$ cat src/hw/phy_rx_pkg.sv
// shared constants and types for the phy status and receive decoder
package phy_rx_pkg;
  // control line codes
  localparam logic [1:0] CTL_IDLE = 2'h0;
  localparam logic [1:0] CTL_STATUS = 2'h1;
  localparam logic [1:0] CTL_RECEIVE = 2'h2;
  // data line patterns and speed codes
  localparam logic [7:0] DATA_ON_CODE = 8'hFF;
  localparam logic [1:0] SPD_S100_TOP = 2'h0;
  localparam logic [3:0] SPD_S200_TOP = 4'h4;
  localparam logic [7:0] SPD_S400_CODE = 8'h50;
  localparam logic [1:0] RATE_S100 = 2'h0;
  localparam logic [1:0] RATE_S200 = 2'h1;
  localparam logic [1:0] RATE_S400 = 2'h2;
  localparam logic [1:0] RATE_BAD = 2'h3;
  // status transfer shape
  localparam logic [2:0] STAT_FLAG_CYCLES = 3'h2;
  localparam logic [2:0] STAT_LAST_CYCLE = 3'h7;
  localparam int STAT_BITS = 16;
  localparam int ADDR_LSB = 4;
  localparam int DATA_LSB = 8;
  // fifo shape
  localparam int FIFO_WIDTH = 8;
  localparam int FIFO_DEPTH = 8;
  // values after reset
  localparam logic [15:0] STAT_RESET = 16'h0000;
  localparam logic [3:0] REG_ADDR_RESET = 4'h0;
  localparam logic [7:0] REG_DATA_RESET = 8'h00;
  localparam logic [2:0] STAT_CNT_RESET = 3'h0;

  typedef enum logic [1:0] {
    ST_IDLE = 2'b00,
    ST_STATUS = 2'b01,
    ST_DATA_ON = 2'b11,
    ST_PACKET = 2'b10
  } link_state_t;
endpackage

$ cat src/hw/phy_link_status_receive.sv
// link side decoder of phy status transfers and received packets
`timescale 1ns/1ps
// Function
// - bits 4-7 give the returned register address, bits 8-15 its contents
// - bit 0 feeds busy/retry logic; bit 1 marks isochronous cycle completion
// - bit 2 means bus-reset start; bit 3 means a phy interrupt event
// - flags count once sent; register counts only after all eight cycles (sixteen bits)
// - speed 00xx=base, 0100=double, 01010000=quad; top bit set is data-on
// - speed taken on first non-data-on receive cycle; later cycles are data
// - data after an invalid or unsupported speed code is discarded
// - speed code cycle is kept out of the packet byte stream and fifo
// - receive code is binary 10; pending fair or priority requests are lost
// - idle code is binary 00
module phy_link_status_receive (
  // clock and reset
  input wire logic clk,
  input wire logic reset_n,
  // phy interface lines, from the phy pins
  input wire logic [1:0] interface_control_lines,
  input wire logic [7:0] phy_data,
  // highest rate this link handles
  input wire logic [1:0] max_rate,
  // status flag pulses
  output logic arb_reset_gap,
  output logic subaction_gap,
  output logic bus_reset_start,
  output logic phy_interrupt,
  // returned register
  output logic reg_valid,
  output logic [3:0] reg_addr,
  output logic [7:0] reg_data,
  // receive framing
  output logic rx_active,
  output logic rx_speed_valid,
  output logic [1:0] rx_speed,
  output logic rx_null_packet,
  output logic rx_packet_end,
  output logic rx_overflow,
  output logic fair_request_lost,
  // packet byte stream, speed code never included
  output logic pkt_valid,
  input wire logic pkt_ready,
  output logic [7:0] pkt_data
);
  typedef struct packed {
    logic [1:0] ctl_s1;
    logic [1:0] ctl_s2;
    logic [1:0] ctl_s3;
    logic [7:0] d_s1;
    logic [7:0] d_s2;
    logic [7:0] d_s3;
    phy_rx_pkg::link_state_t state;
    logic [2:0] stat_cnt;
    logic [15:0] stat_bits;
    logic [3:0] flags;
    logic reg_valid;
    logic [3:0] reg_addr;
    logic [7:0] reg_data;
    logic rx_active;
    logic speed_valid;
    logic [1:0] speed;
    logic discard;
    logic null_pkt;
    logic pkt_end;
    logic overflow;
    logic req_lost;
    logic byte_valid;
    logic [7:0] byte_data;
  } link_t;

  link_t s_reg;
  link_t s_next;
  logic [1:0] ctl;
  logic [7:0] dat;
  logic fifo_in_ready;
  logic fifo_out_valid;
  logic [7:0] fifo_out_data;

  // decode a speed code into a rate, or bad
  function automatic logic [1:0] decode_speed(input logic [7:0] code);
    if (code[7:6] == phy_rx_pkg::SPD_S100_TOP) begin
      decode_speed = phy_rx_pkg::RATE_S100;
    end else if (code[7:4] == phy_rx_pkg::SPD_S200_TOP) begin
      decode_speed = phy_rx_pkg::RATE_S200;
    end else if (code == phy_rx_pkg::SPD_S400_CODE) begin
      decode_speed = phy_rx_pkg::RATE_S400;
    end else begin
      decode_speed = phy_rx_pkg::RATE_BAD;
    end
  endfunction

  // synchronised lines, always taken from the third stage whether or not the second agrees
  always_comb begin
    ctl = (s_reg.ctl_s2 == s_reg.ctl_s3) ? s_reg.ctl_s2 : s_reg.ctl_s3;
    dat = (s_reg.d_s2 == s_reg.d_s3) ? s_reg.d_s2 : s_reg.d_s3;
  end

  // protocol decoder
  always_comb begin
    s_next = s_reg;
    s_next.ctl_s1 = interface_control_lines;
    s_next.ctl_s2 = s_reg.ctl_s1;
    s_next.ctl_s3 = s_reg.ctl_s2;
    s_next.d_s1 = phy_data;
    s_next.d_s2 = s_reg.d_s1;
    s_next.d_s3 = s_reg.d_s2;
    s_next.flags = 4'h0;
    s_next.reg_valid = 1'b0;
    s_next.speed_valid = 1'b0;
    s_next.null_pkt = 1'b0;
    s_next.pkt_end = 1'b0;
    // the byte offered at this edge is lost when the fifo is full, so flag it now
    s_next.overflow = s_reg.byte_valid && !fifo_in_ready;
    s_next.req_lost = 1'b0;
    s_next.byte_valid = 1'b0;
    // a partial register transfer is simply abandoned on any non-status code
    unique case (s_reg.state)
      phy_rx_pkg::ST_IDLE,
      phy_rx_pkg::ST_STATUS: begin
        if (ctl == phy_rx_pkg::CTL_STATUS) begin
          s_next.state = phy_rx_pkg::ST_STATUS;
          s_next.stat_bits[{s_reg.stat_cnt, 1'b0}] = dat[0];
          s_next.stat_bits[{s_reg.stat_cnt, 1'b1}] = dat[1];
          if (s_reg.stat_cnt == 3'h0) begin
            s_next.flags[1:0] = dat[1:0];
          end else if (s_reg.stat_cnt == 3'h1) begin
            s_next.flags[3:2] = dat[1:0];
          end
          if (s_reg.stat_cnt == phy_rx_pkg::STAT_LAST_CYCLE) begin
            s_next.reg_valid = 1'b1;
            s_next.reg_addr = s_reg.stat_bits[phy_rx_pkg::ADDR_LSB +: 4];
            s_next.reg_data = {dat[1:0], s_reg.stat_bits[13:8]};
            s_next.stat_cnt = phy_rx_pkg::STAT_CNT_RESET;
          end else begin
            s_next.stat_cnt = s_reg.stat_cnt + 3'h1;
          end
        end else begin
          s_next.stat_cnt = phy_rx_pkg::STAT_CNT_RESET;
          s_next.state = phy_rx_pkg::ST_IDLE;
          if (ctl == phy_rx_pkg::CTL_RECEIVE) begin
            s_next.state = phy_rx_pkg::ST_DATA_ON;
            s_next.rx_active = 1'b1;
            s_next.req_lost = 1'b1;
          end
        end
      end
      phy_rx_pkg::ST_DATA_ON: begin
        if (ctl != phy_rx_pkg::CTL_RECEIVE) begin
          s_next.state = phy_rx_pkg::ST_IDLE;
          s_next.rx_active = 1'b0;
          s_next.null_pkt = 1'b1;
          s_next.pkt_end = 1'b1;
        end else if (!dat[7]) begin
          s_next.state = phy_rx_pkg::ST_PACKET;
          s_next.speed = decode_speed(dat);
          s_next.speed_valid = 1'b1;
          s_next.discard = (decode_speed(dat) == phy_rx_pkg::RATE_BAD) ||
                           (decode_speed(dat) > max_rate);
        end
      end
      phy_rx_pkg::ST_PACKET: begin
        if (ctl != phy_rx_pkg::CTL_RECEIVE) begin
          s_next.state = phy_rx_pkg::ST_IDLE;
          s_next.rx_active = 1'b0;
          s_next.pkt_end = 1'b1;
          s_next.discard = 1'b0;
        end else if (!s_reg.discard) begin
          s_next.byte_valid = 1'b1;
          s_next.byte_data = dat;
        end
      end
    endcase
  end

  // state register
  always_ff @(posedge clk) begin
    if (!reset_n) begin
      s_reg <= '0;
      s_reg.state <= phy_rx_pkg::ST_IDLE;
      s_reg.stat_bits <= phy_rx_pkg::STAT_RESET;
      s_reg.reg_addr <= phy_rx_pkg::REG_ADDR_RESET;
      s_reg.reg_data <= phy_rx_pkg::REG_DATA_RESET;
    end else begin
      s_reg <= s_next;
    end
  end

  // packet byte buffer, sheds bytes when the drain stalls and it is full
  rx_fifo #(
    .WIDTH(phy_rx_pkg::FIFO_WIDTH),
    .DEPTH(phy_rx_pkg::FIFO_DEPTH)
  ) u_fifo (
    .clk(clk),
    .reset_n(reset_n),
    .in_valid(s_reg.byte_valid),
    .in_ready(fifo_in_ready),
    .in_data(s_reg.byte_data),
    .out_valid(fifo_out_valid),
    .out_ready(pkt_ready),
    .out_data(fifo_out_data)
  );

  // outputs from flip-flops, except pkt_valid and pkt_data, which come through fifo logic
  assign arb_reset_gap = s_reg.flags[0];
  assign subaction_gap = s_reg.flags[1];
  assign bus_reset_start = s_reg.flags[2];
  assign phy_interrupt = s_reg.flags[3];
  assign reg_valid = s_reg.reg_valid;
  assign reg_addr = s_reg.reg_addr;
  assign reg_data = s_reg.reg_data;
  assign rx_active = s_reg.rx_active;
  assign rx_speed_valid = s_reg.speed_valid;
  assign rx_speed = s_reg.speed;
  assign rx_null_packet = s_reg.null_pkt;
  assign rx_packet_end = s_reg.pkt_end;
  assign rx_overflow = s_reg.overflow;
  assign fair_request_lost = s_reg.req_lost;
  assign pkt_valid = fifo_out_valid;
  assign pkt_data = fifo_out_data;
endmodule

$ cat src/hw/rx_fifo.sv
// synchronous valid/ready fifo for received packet bytes
`timescale 1ns/1ps
module rx_fifo #(
  parameter int WIDTH = 8,
  parameter int DEPTH = 8
) (
  // clock and reset
  input wire logic clk,
  input wire logic reset_n,
  // fill side
  input wire logic in_valid,
  output logic in_ready,
  input wire logic [WIDTH-1:0] in_data,
  // drain side
  output logic out_valid,
  input wire logic out_ready,
  output logic [WIDTH-1:0] out_data
);
  localparam int AW = $clog2(DEPTH);
  typedef struct packed {
    logic [AW:0] count;
    logic [AW-1:0] wr_ptr;
    logic [AW-1:0] rd_ptr;
  } fifo_state_t;

  fifo_state_t st_reg;
  fifo_state_t st_next;
  logic [WIDTH-1:0] mem [DEPTH];
  logic push;
  logic pop;

  // handshakes on both sides
  assign in_ready = st_reg.count != DEPTH[AW:0];
  assign out_valid = st_reg.count != '0;
  assign out_data = mem[st_reg.rd_ptr];
  assign push = in_valid && in_ready;
  assign pop = out_valid && out_ready;

  // pointer and count update
  always_comb begin
    st_next = st_reg;
    if (push) begin
      st_next.wr_ptr = (st_reg.wr_ptr == AW'(DEPTH - 1)) ? '0 : st_reg.wr_ptr + 1'b1;
    end
    if (pop) begin
      st_next.rd_ptr = (st_reg.rd_ptr == AW'(DEPTH - 1)) ? '0 : st_reg.rd_ptr + 1'b1;
    end
    if (push && !pop) begin
      st_next.count = st_reg.count + 1'b1;
    end else if (pop && !push) begin
      st_next.count = st_reg.count - 1'b1;
    end
  end

  // state register
  always_ff @(posedge clk) begin
    if (!reset_n) begin
      st_reg <= '0;
    end else begin
      st_reg <= st_next;
    end
  end

  // storage array
  always_ff @(posedge clk) begin
    if (push) begin
      mem[st_reg.wr_ptr] <= in_data;
    end
  end
endmodule

$ cat config.mk
export PLATFORM = sky130hd
export DESIGN_NAME = phy_link_status_receive
export DESIGN_NICKNAME = d
export VERILOG_FILES = /design/src/hw/phy_rx_pkg.sv /design/src/hw/phy_link_status_receive.sv /design/src/hw/rx_fifo.sv
export SDC_FILE = /design/constraint.sdc
export NUM_CORES = 1
export LEC_CHECK = 0
export ABC_CLOCK_PERIOD_IN_PS = 3900
export BUFFER_PORTS_ARGS = -buffer_cell sky130_fd_sc_hd__buf_4
export CAP_MARGIN = 20
export CORE_MARGIN = 2
export CORE_UTILIZATION = 45
export CTS_BUF_LIST = sky130_fd_sc_hd__clkbuf_4 sky130_fd_sc_hd__clkbuf_8
export DETAILED_ROUTE_END_ITERATION = 7
export SYNTH_ARGS = -nofsm -noshare
export SYNTH_HDL_FRONTEND = slang
export SYNTH_SLANG_ARGS = --single-unit
$ cat constraint.sdc
create_clock -name clk -period 3.9 [get_ports clk]
set_input_delay 0.39 -clock clk [delete_from_list [all_inputs] [get_ports clk]]
set_output_delay 0.39 -clock clk [all_outputs]
set_load 0.05 [all_outputs]
Word-level counts from Yosys, hierarchy flattened --
Memories as Yosys holds them, arrays and structs flattened. A register that Yosys moved wholly into a read port is not among the register bits. Cells that the tools add are included.
Word-level totals: register bits 96, bits in latches 0, RAM bits 64, memory bits (read-only) 0, bits of input ports 15, output and inout bits 34, word-level logic and storage cells 145, memories kept 1
Memories:
- u_fifo.mem | words 8, bits a word 8, read ports 1, clocked after Yosys merged registers in 1, wr ports 1, line rx_fifo.sv:28 | logic [WIDTH-1:0] mem [DEPTH];
Cells by class: add/sub/neg operators 5, multiply operators 0, div/mod/pow operators 0, order comparisons 5, equality and inequality tests 23, shift-type cells 0, mux-type cells 42, bitwise gates (word level) 9, reduce and logical (&&, ||, !) cells 33
Operator list (count):
- $bwmux W16 | 2
- $mux W2 | 11
- $mux W3 | 5
- $reduce_and A3 Y1 | 5
- $mux W13 | 1
- $mux W4 | 3
- $ne A2 B2 Y1 const B | 6
- $mux W1 | 11
- $lt A4 B5 Y1 const B | 2
- $add A3 B1 Y3 const B | 3
- $eq A3 B3 Y1 const B | 3
- $mux W9 | 1
- $not A1 Y1 | 9
- $reduce_or A3 Y1 | 3
- $eq A2 B2 Y1 const B | 4
- $eq A8 B7 Y1 const B | 1
- $eq A8 B8 Y1 | 1
- $ge A4 B1 Y1 const B | 2
- $mux W8 | 1
- $reduce_and A4 Y1 | 2
- $logic_and A1 B1 Y1 | 7
- $demux W1 S3 | 2
- $pmux W1 S2 | 3
- $pmux W2 S3 | 1
- 20 further kinds | 28

Longest topological paths before layout --
word-level depth 14, gate-level depth with buffers 11, gate-level depth less buffers 10

Hierarchy --
A second synthesis with hierarchy kept.
Second synthesis, totals: cells, all modules 477, area, all modules 6083.3 um^2
Modules (own cells, without submodules):
- rx_fifo | times used 1, cells an instance 168, area each 3151.8 um^2, seq. area each 2182.1 um^2
- phy_link_status_receive | times used 1, cells an instance 309, area each 2931.6 um^2, seq. area each 1601.5 um^2

Worst setup path after synthesis --
OpenSTA, ideal clock, no wires.
path type register -> register, start register u_fifo.st_reg[6] in the netlist's numbering, end register u_fifo.st_reg[9] in the netlist's numbering, library setup time 72 ps, arrival 2338 ps, required time 3828 ps, slack 1490 ps, stages on the path, launching flop included 10, path through dfxtp_1 or4_4 nand2_1 ha_1 inv_1 ha_1 a21oi_1 a211oi_1 a31oi_1 mux2i_1
On the way: longest elaborated chain between the ends 5, elaborated cells between the ends (all ways) 13, those cells by class 2 x add/sub; 1 x eq/ne; 2 x mux; 8 x reduce/logical
Ends and longest elaborated chain:
- from (decl) | line rx_fifo.sv:26 | fifo_state_t st_reg;
- from (signal assigned) | line rx_fifo.sv:60 | st_reg <= st_next;
- $reduce_bool A4 Y1 (*) | line rx_fifo.sv:34 | assign out_valid = st_reg.count != '0;
- via pkt_valid | line phy_link_status_receive.sv:41 | output logic pkt_valid,
- $logic_and A1 B1 Y1 (*) | line rx_fifo.sv:37 | assign pop = out_valid && out_ready;
- $logic_not A1 Y1 | line rx_fifo.sv:48 | if (push && !pop) begin
- $logic_and A1 B1 Y1 | line rx_fifo.sv:48
- $mux W4 or $reduce_bool A2 Y1 (tied branches)
The timed path passes the listed nets; every way through them passes the cells marked *. The select of a mux whose other input is x is not followed. A chain may end at the register's enable or synchronous reset.

==> flow_summary.yaml <==
critical_path:
  end_kind: "primary output"
  crit_slowest_cell: "dfxtp_1"
  slowest_delay_ns: 0.89
  crit_type: "flop to primary output"
  arrival_ns: 2.48
  r2r-start: "u_fifo.st_reg[6]"
  worst-r2r-cell-count: 9
  worst_setup_path_start_kind: "flop"
  rr_endpoint: "u_fifo.st_reg[9]"
  cp_max_fo: 16
  worstPathRequired_ns: 3.51
  r2r_slack_ns: 1.45
  cp_cell_sequence: "mux4_1 -> mux2_2 -> buf_4"
logic_synthesis:
  ys_types: 46
  synth_nets: 501
  yosysSeqAreaShare_pct: 62.2
  synth_ff_type: "dfxtp_1"
  yosys.area.top_type_share_pct: 31.6
  synthArstFlopShare_pct: 0
  yosysTopAreaCell: "edfxtp_1"
  yosys_warnings: 0
  synthTopCellsByArea: "edfxtp_1 (32%), dfxtp_1 (31%), mux4_1 (6.5%), and2_1 (3.9%), nand2_1 (3.6%)"
  synth_edf_count: 64
  postSynthCellCount: 470
  netlist_area_um2: 6080
  synth.ff_latch_count: 157
  synth.avg_cell_area_um2: 12.9
sta:
  finalSetupViolations: 0
  skew_ns: 0.0130
  tightestPinTransition_ns: 0.928
  slew_headroom_pct: 37.9
  fin_crit_sh_pct: 73.5
  finalHoldViolCount: 0
  final.min_clock_period_ns: 2.87
  fin_setup_tns_ns: 0
  rsz0062_at_grt: "false"
  drv_slew: 0
  fmax_ghz: 0.349
power_and_ir_drop:
  irDropWorstVdd_mv: 0.234
  p_per_area_nw_per_um2: 518
  p_leak_nw: 2.54
  finalPower_w: 0.00356
cells_and_area:
  area_growth_pct: 12.9
  num-fill-cells: 1167
  largest_reg_flops: 64
  layout.nets: 532
  antennaDiodeCount: 0
  drive_gt1_share_pct: 18.9
clock_network:
  clk_path_buf_depth: 2
  cts_hold_buf: 0
  numClockSinks: 157
  clk_pin_slew_ns: 0.08
  cts_tree: "built"
  cts_setup_buffers: 0
  cts_buffers: 17
  ctsResizeCount: 0
  clock_latency_ns: 0.45
  h-tree-depth: 4
  cts_root_buf: "clkbuf_8"
place:
  place.port_buffers: 48
  place_congestion: 0.764
  dp_hpwl_mm: 6.44
min_path:
  min_to: "s_next[82]"
  min_path_cells: 2
  worstHoldPathType: "primary input to flop"
  worstHoldStart: "interface_control_lines[0]"
route:
  avgViaCountPerCell: 4.87
  drc: 0
  dr.pass1.iters: 4
  num_vias: 3357
  postRouteAntennaNets: 0
  wirelength_mm: 9.96
  routedWlPerCell_um: 14.4
  drt_iter0_drc: 203
global_route:
  grt.overflow.total: 0
  grt_max_degree: 87
  grt_pass1_vias: 3278
  antenna_found_initial: 0
  grtUsageTotal_pct: 15.1
  grt_pass1_wl_mm: 16.5
outcome:
  outcome: "finished, final reports clean"
flow_run:
  max-cap-violations: 0
die:
  io_pins: 49
  die_area_um2: 14500
  floorplan.rows: 42
  die_width_um: 120
  die_height_um: 120
  start_util_pct: 45.9
  core_um2: 13200
==> how the worst max path moves through the flow <==
stage / from / endpoint / slack [ns]
after CTS: flop / pkt_data[6] / 0.92
after floorplan: u_fifo.st_reg[6] / u_fifo.st_reg[9] / 1.49
after detailed placement: flop / pkt_data[6] / 1.42
final: flop / pkt_data[6] / 1.03
after global placement: u_fifo.st_reg[6] / u_fifo.st_reg[9] / 1.54
after global routing: flop / pkt_data[6] / 0.86
==> cells by family after synthesis <==
group                    count (synthesis)  synth area share, %
multiplexers                            36                 10.3
flip-flops                             157                 62.2
AND/OR/NAND/NOR                        163                 13.9
AO/OA/AOI/OAI                           46                 5.43
buffers and inverters                   50                 4.42
adder cells (fa/ha/maj)                 16                 3.41
XOR/XNOR                                 2                0.288
==> where the power goes <==
group / switching, W / total (W) / leakage (nW) / internal [W]
logic: 0.000289 / 0.000568 / 1.01 / 0.000279
registers: 0.0000855 / 0.00183 / 1.35 / 0.00174
clock network: 0.000582 / 0.00117 / 0.190 / 0.000586
total: 0.000956 / 0.00356 / 2.54 / 0.00260
==> stage by stage <==
stage	hold slack [ns]	std cells	worst slack, ns	area [um2]	utilization, %
2_1_floorplan	0.406	470	1.49	6080	-
3_3_place_gp	0.411	657	1.54	6470	48.8
3_5_place_dp	0.414	657	1.42	6470	48.8
4_1_cts	0.120	689	0.917	6860	51.8
5_1_grt	0.116	690	0.858	6870	51.9
6_report	0.150	690	1.03	6870	51.9
==> layout by cell type, fill, tap and decap left out, drive strengths merged, types with 5 or more instances in the layout <==
master  instances
dfxtp          93
edfxtp         64
nand2          58
buf            52
and2           38
a21boi         28
clkbuf         19
nor2b          17
mux4           16
ha             15
nor2           14
mux2i          12
inv            12
mux2            8
nand3           7
o21ai           6
nor3            5
clkinv          5
==> cells in the mapped netlist, drive strengths merged, types with 2 or more instances <==
| library cell | n |
|---|---|
| inv | 10 |
| mux2 | 8 |
| nor4 | 2 |
| nor2 | 14 |
| dfxtp | 93 |
| buf | 21 |
| mux2i | 12 |
| xnor2 | 2 |
| nand3 | 7 |
| nand2b | 4 |
| edfxtp | 64 |
| nand2 | 58 |
| ha | 15 |
| nand3b | 2 |
| o21ai | 6 |
| mux4 | 16 |
| and2 | 38 |
| and3 | 4 |
| nor3 | 5 |
| clkbuf | 19 |
| a21oi | 3 |
| or3 | 2 |
| and4 | 2 |
| nor2b | 17 |
| nor3b | 3 |
| a21boi | 28 |
==> layer usage <==
metal,part of all wire [%],routed length [um],global-route usage (%),up-vias
met4,2.3,226,7.05,0
li1,-,-,-,1703
met2,47,4670,23.8,56
met5,0,0,0,-
met3,3.5,349,4.39,16
met1,47,4720,19.1,1582
==> final cells by class <==
class	count	area (um2)	area share [%]
clock buffers	19	249	3.63
clock inverters	13	144	2.10
inverters	10	37.5	0.547
multi-input cells	263	2040	29.7
flip-flops and latches	157	3780	55.1
well taps	176	220	3.21
repair buffers	52	390	5.69
==> critical path, delay by kind of cell (launching register included) <==
kind | cells | cell delay, ns
flip-flops | 1 | 0.89
buffers and inverters | 1 | 0.19
multiplexers | 2 | 0.93
Note: power is estimated with default switching activity, not from simulation.
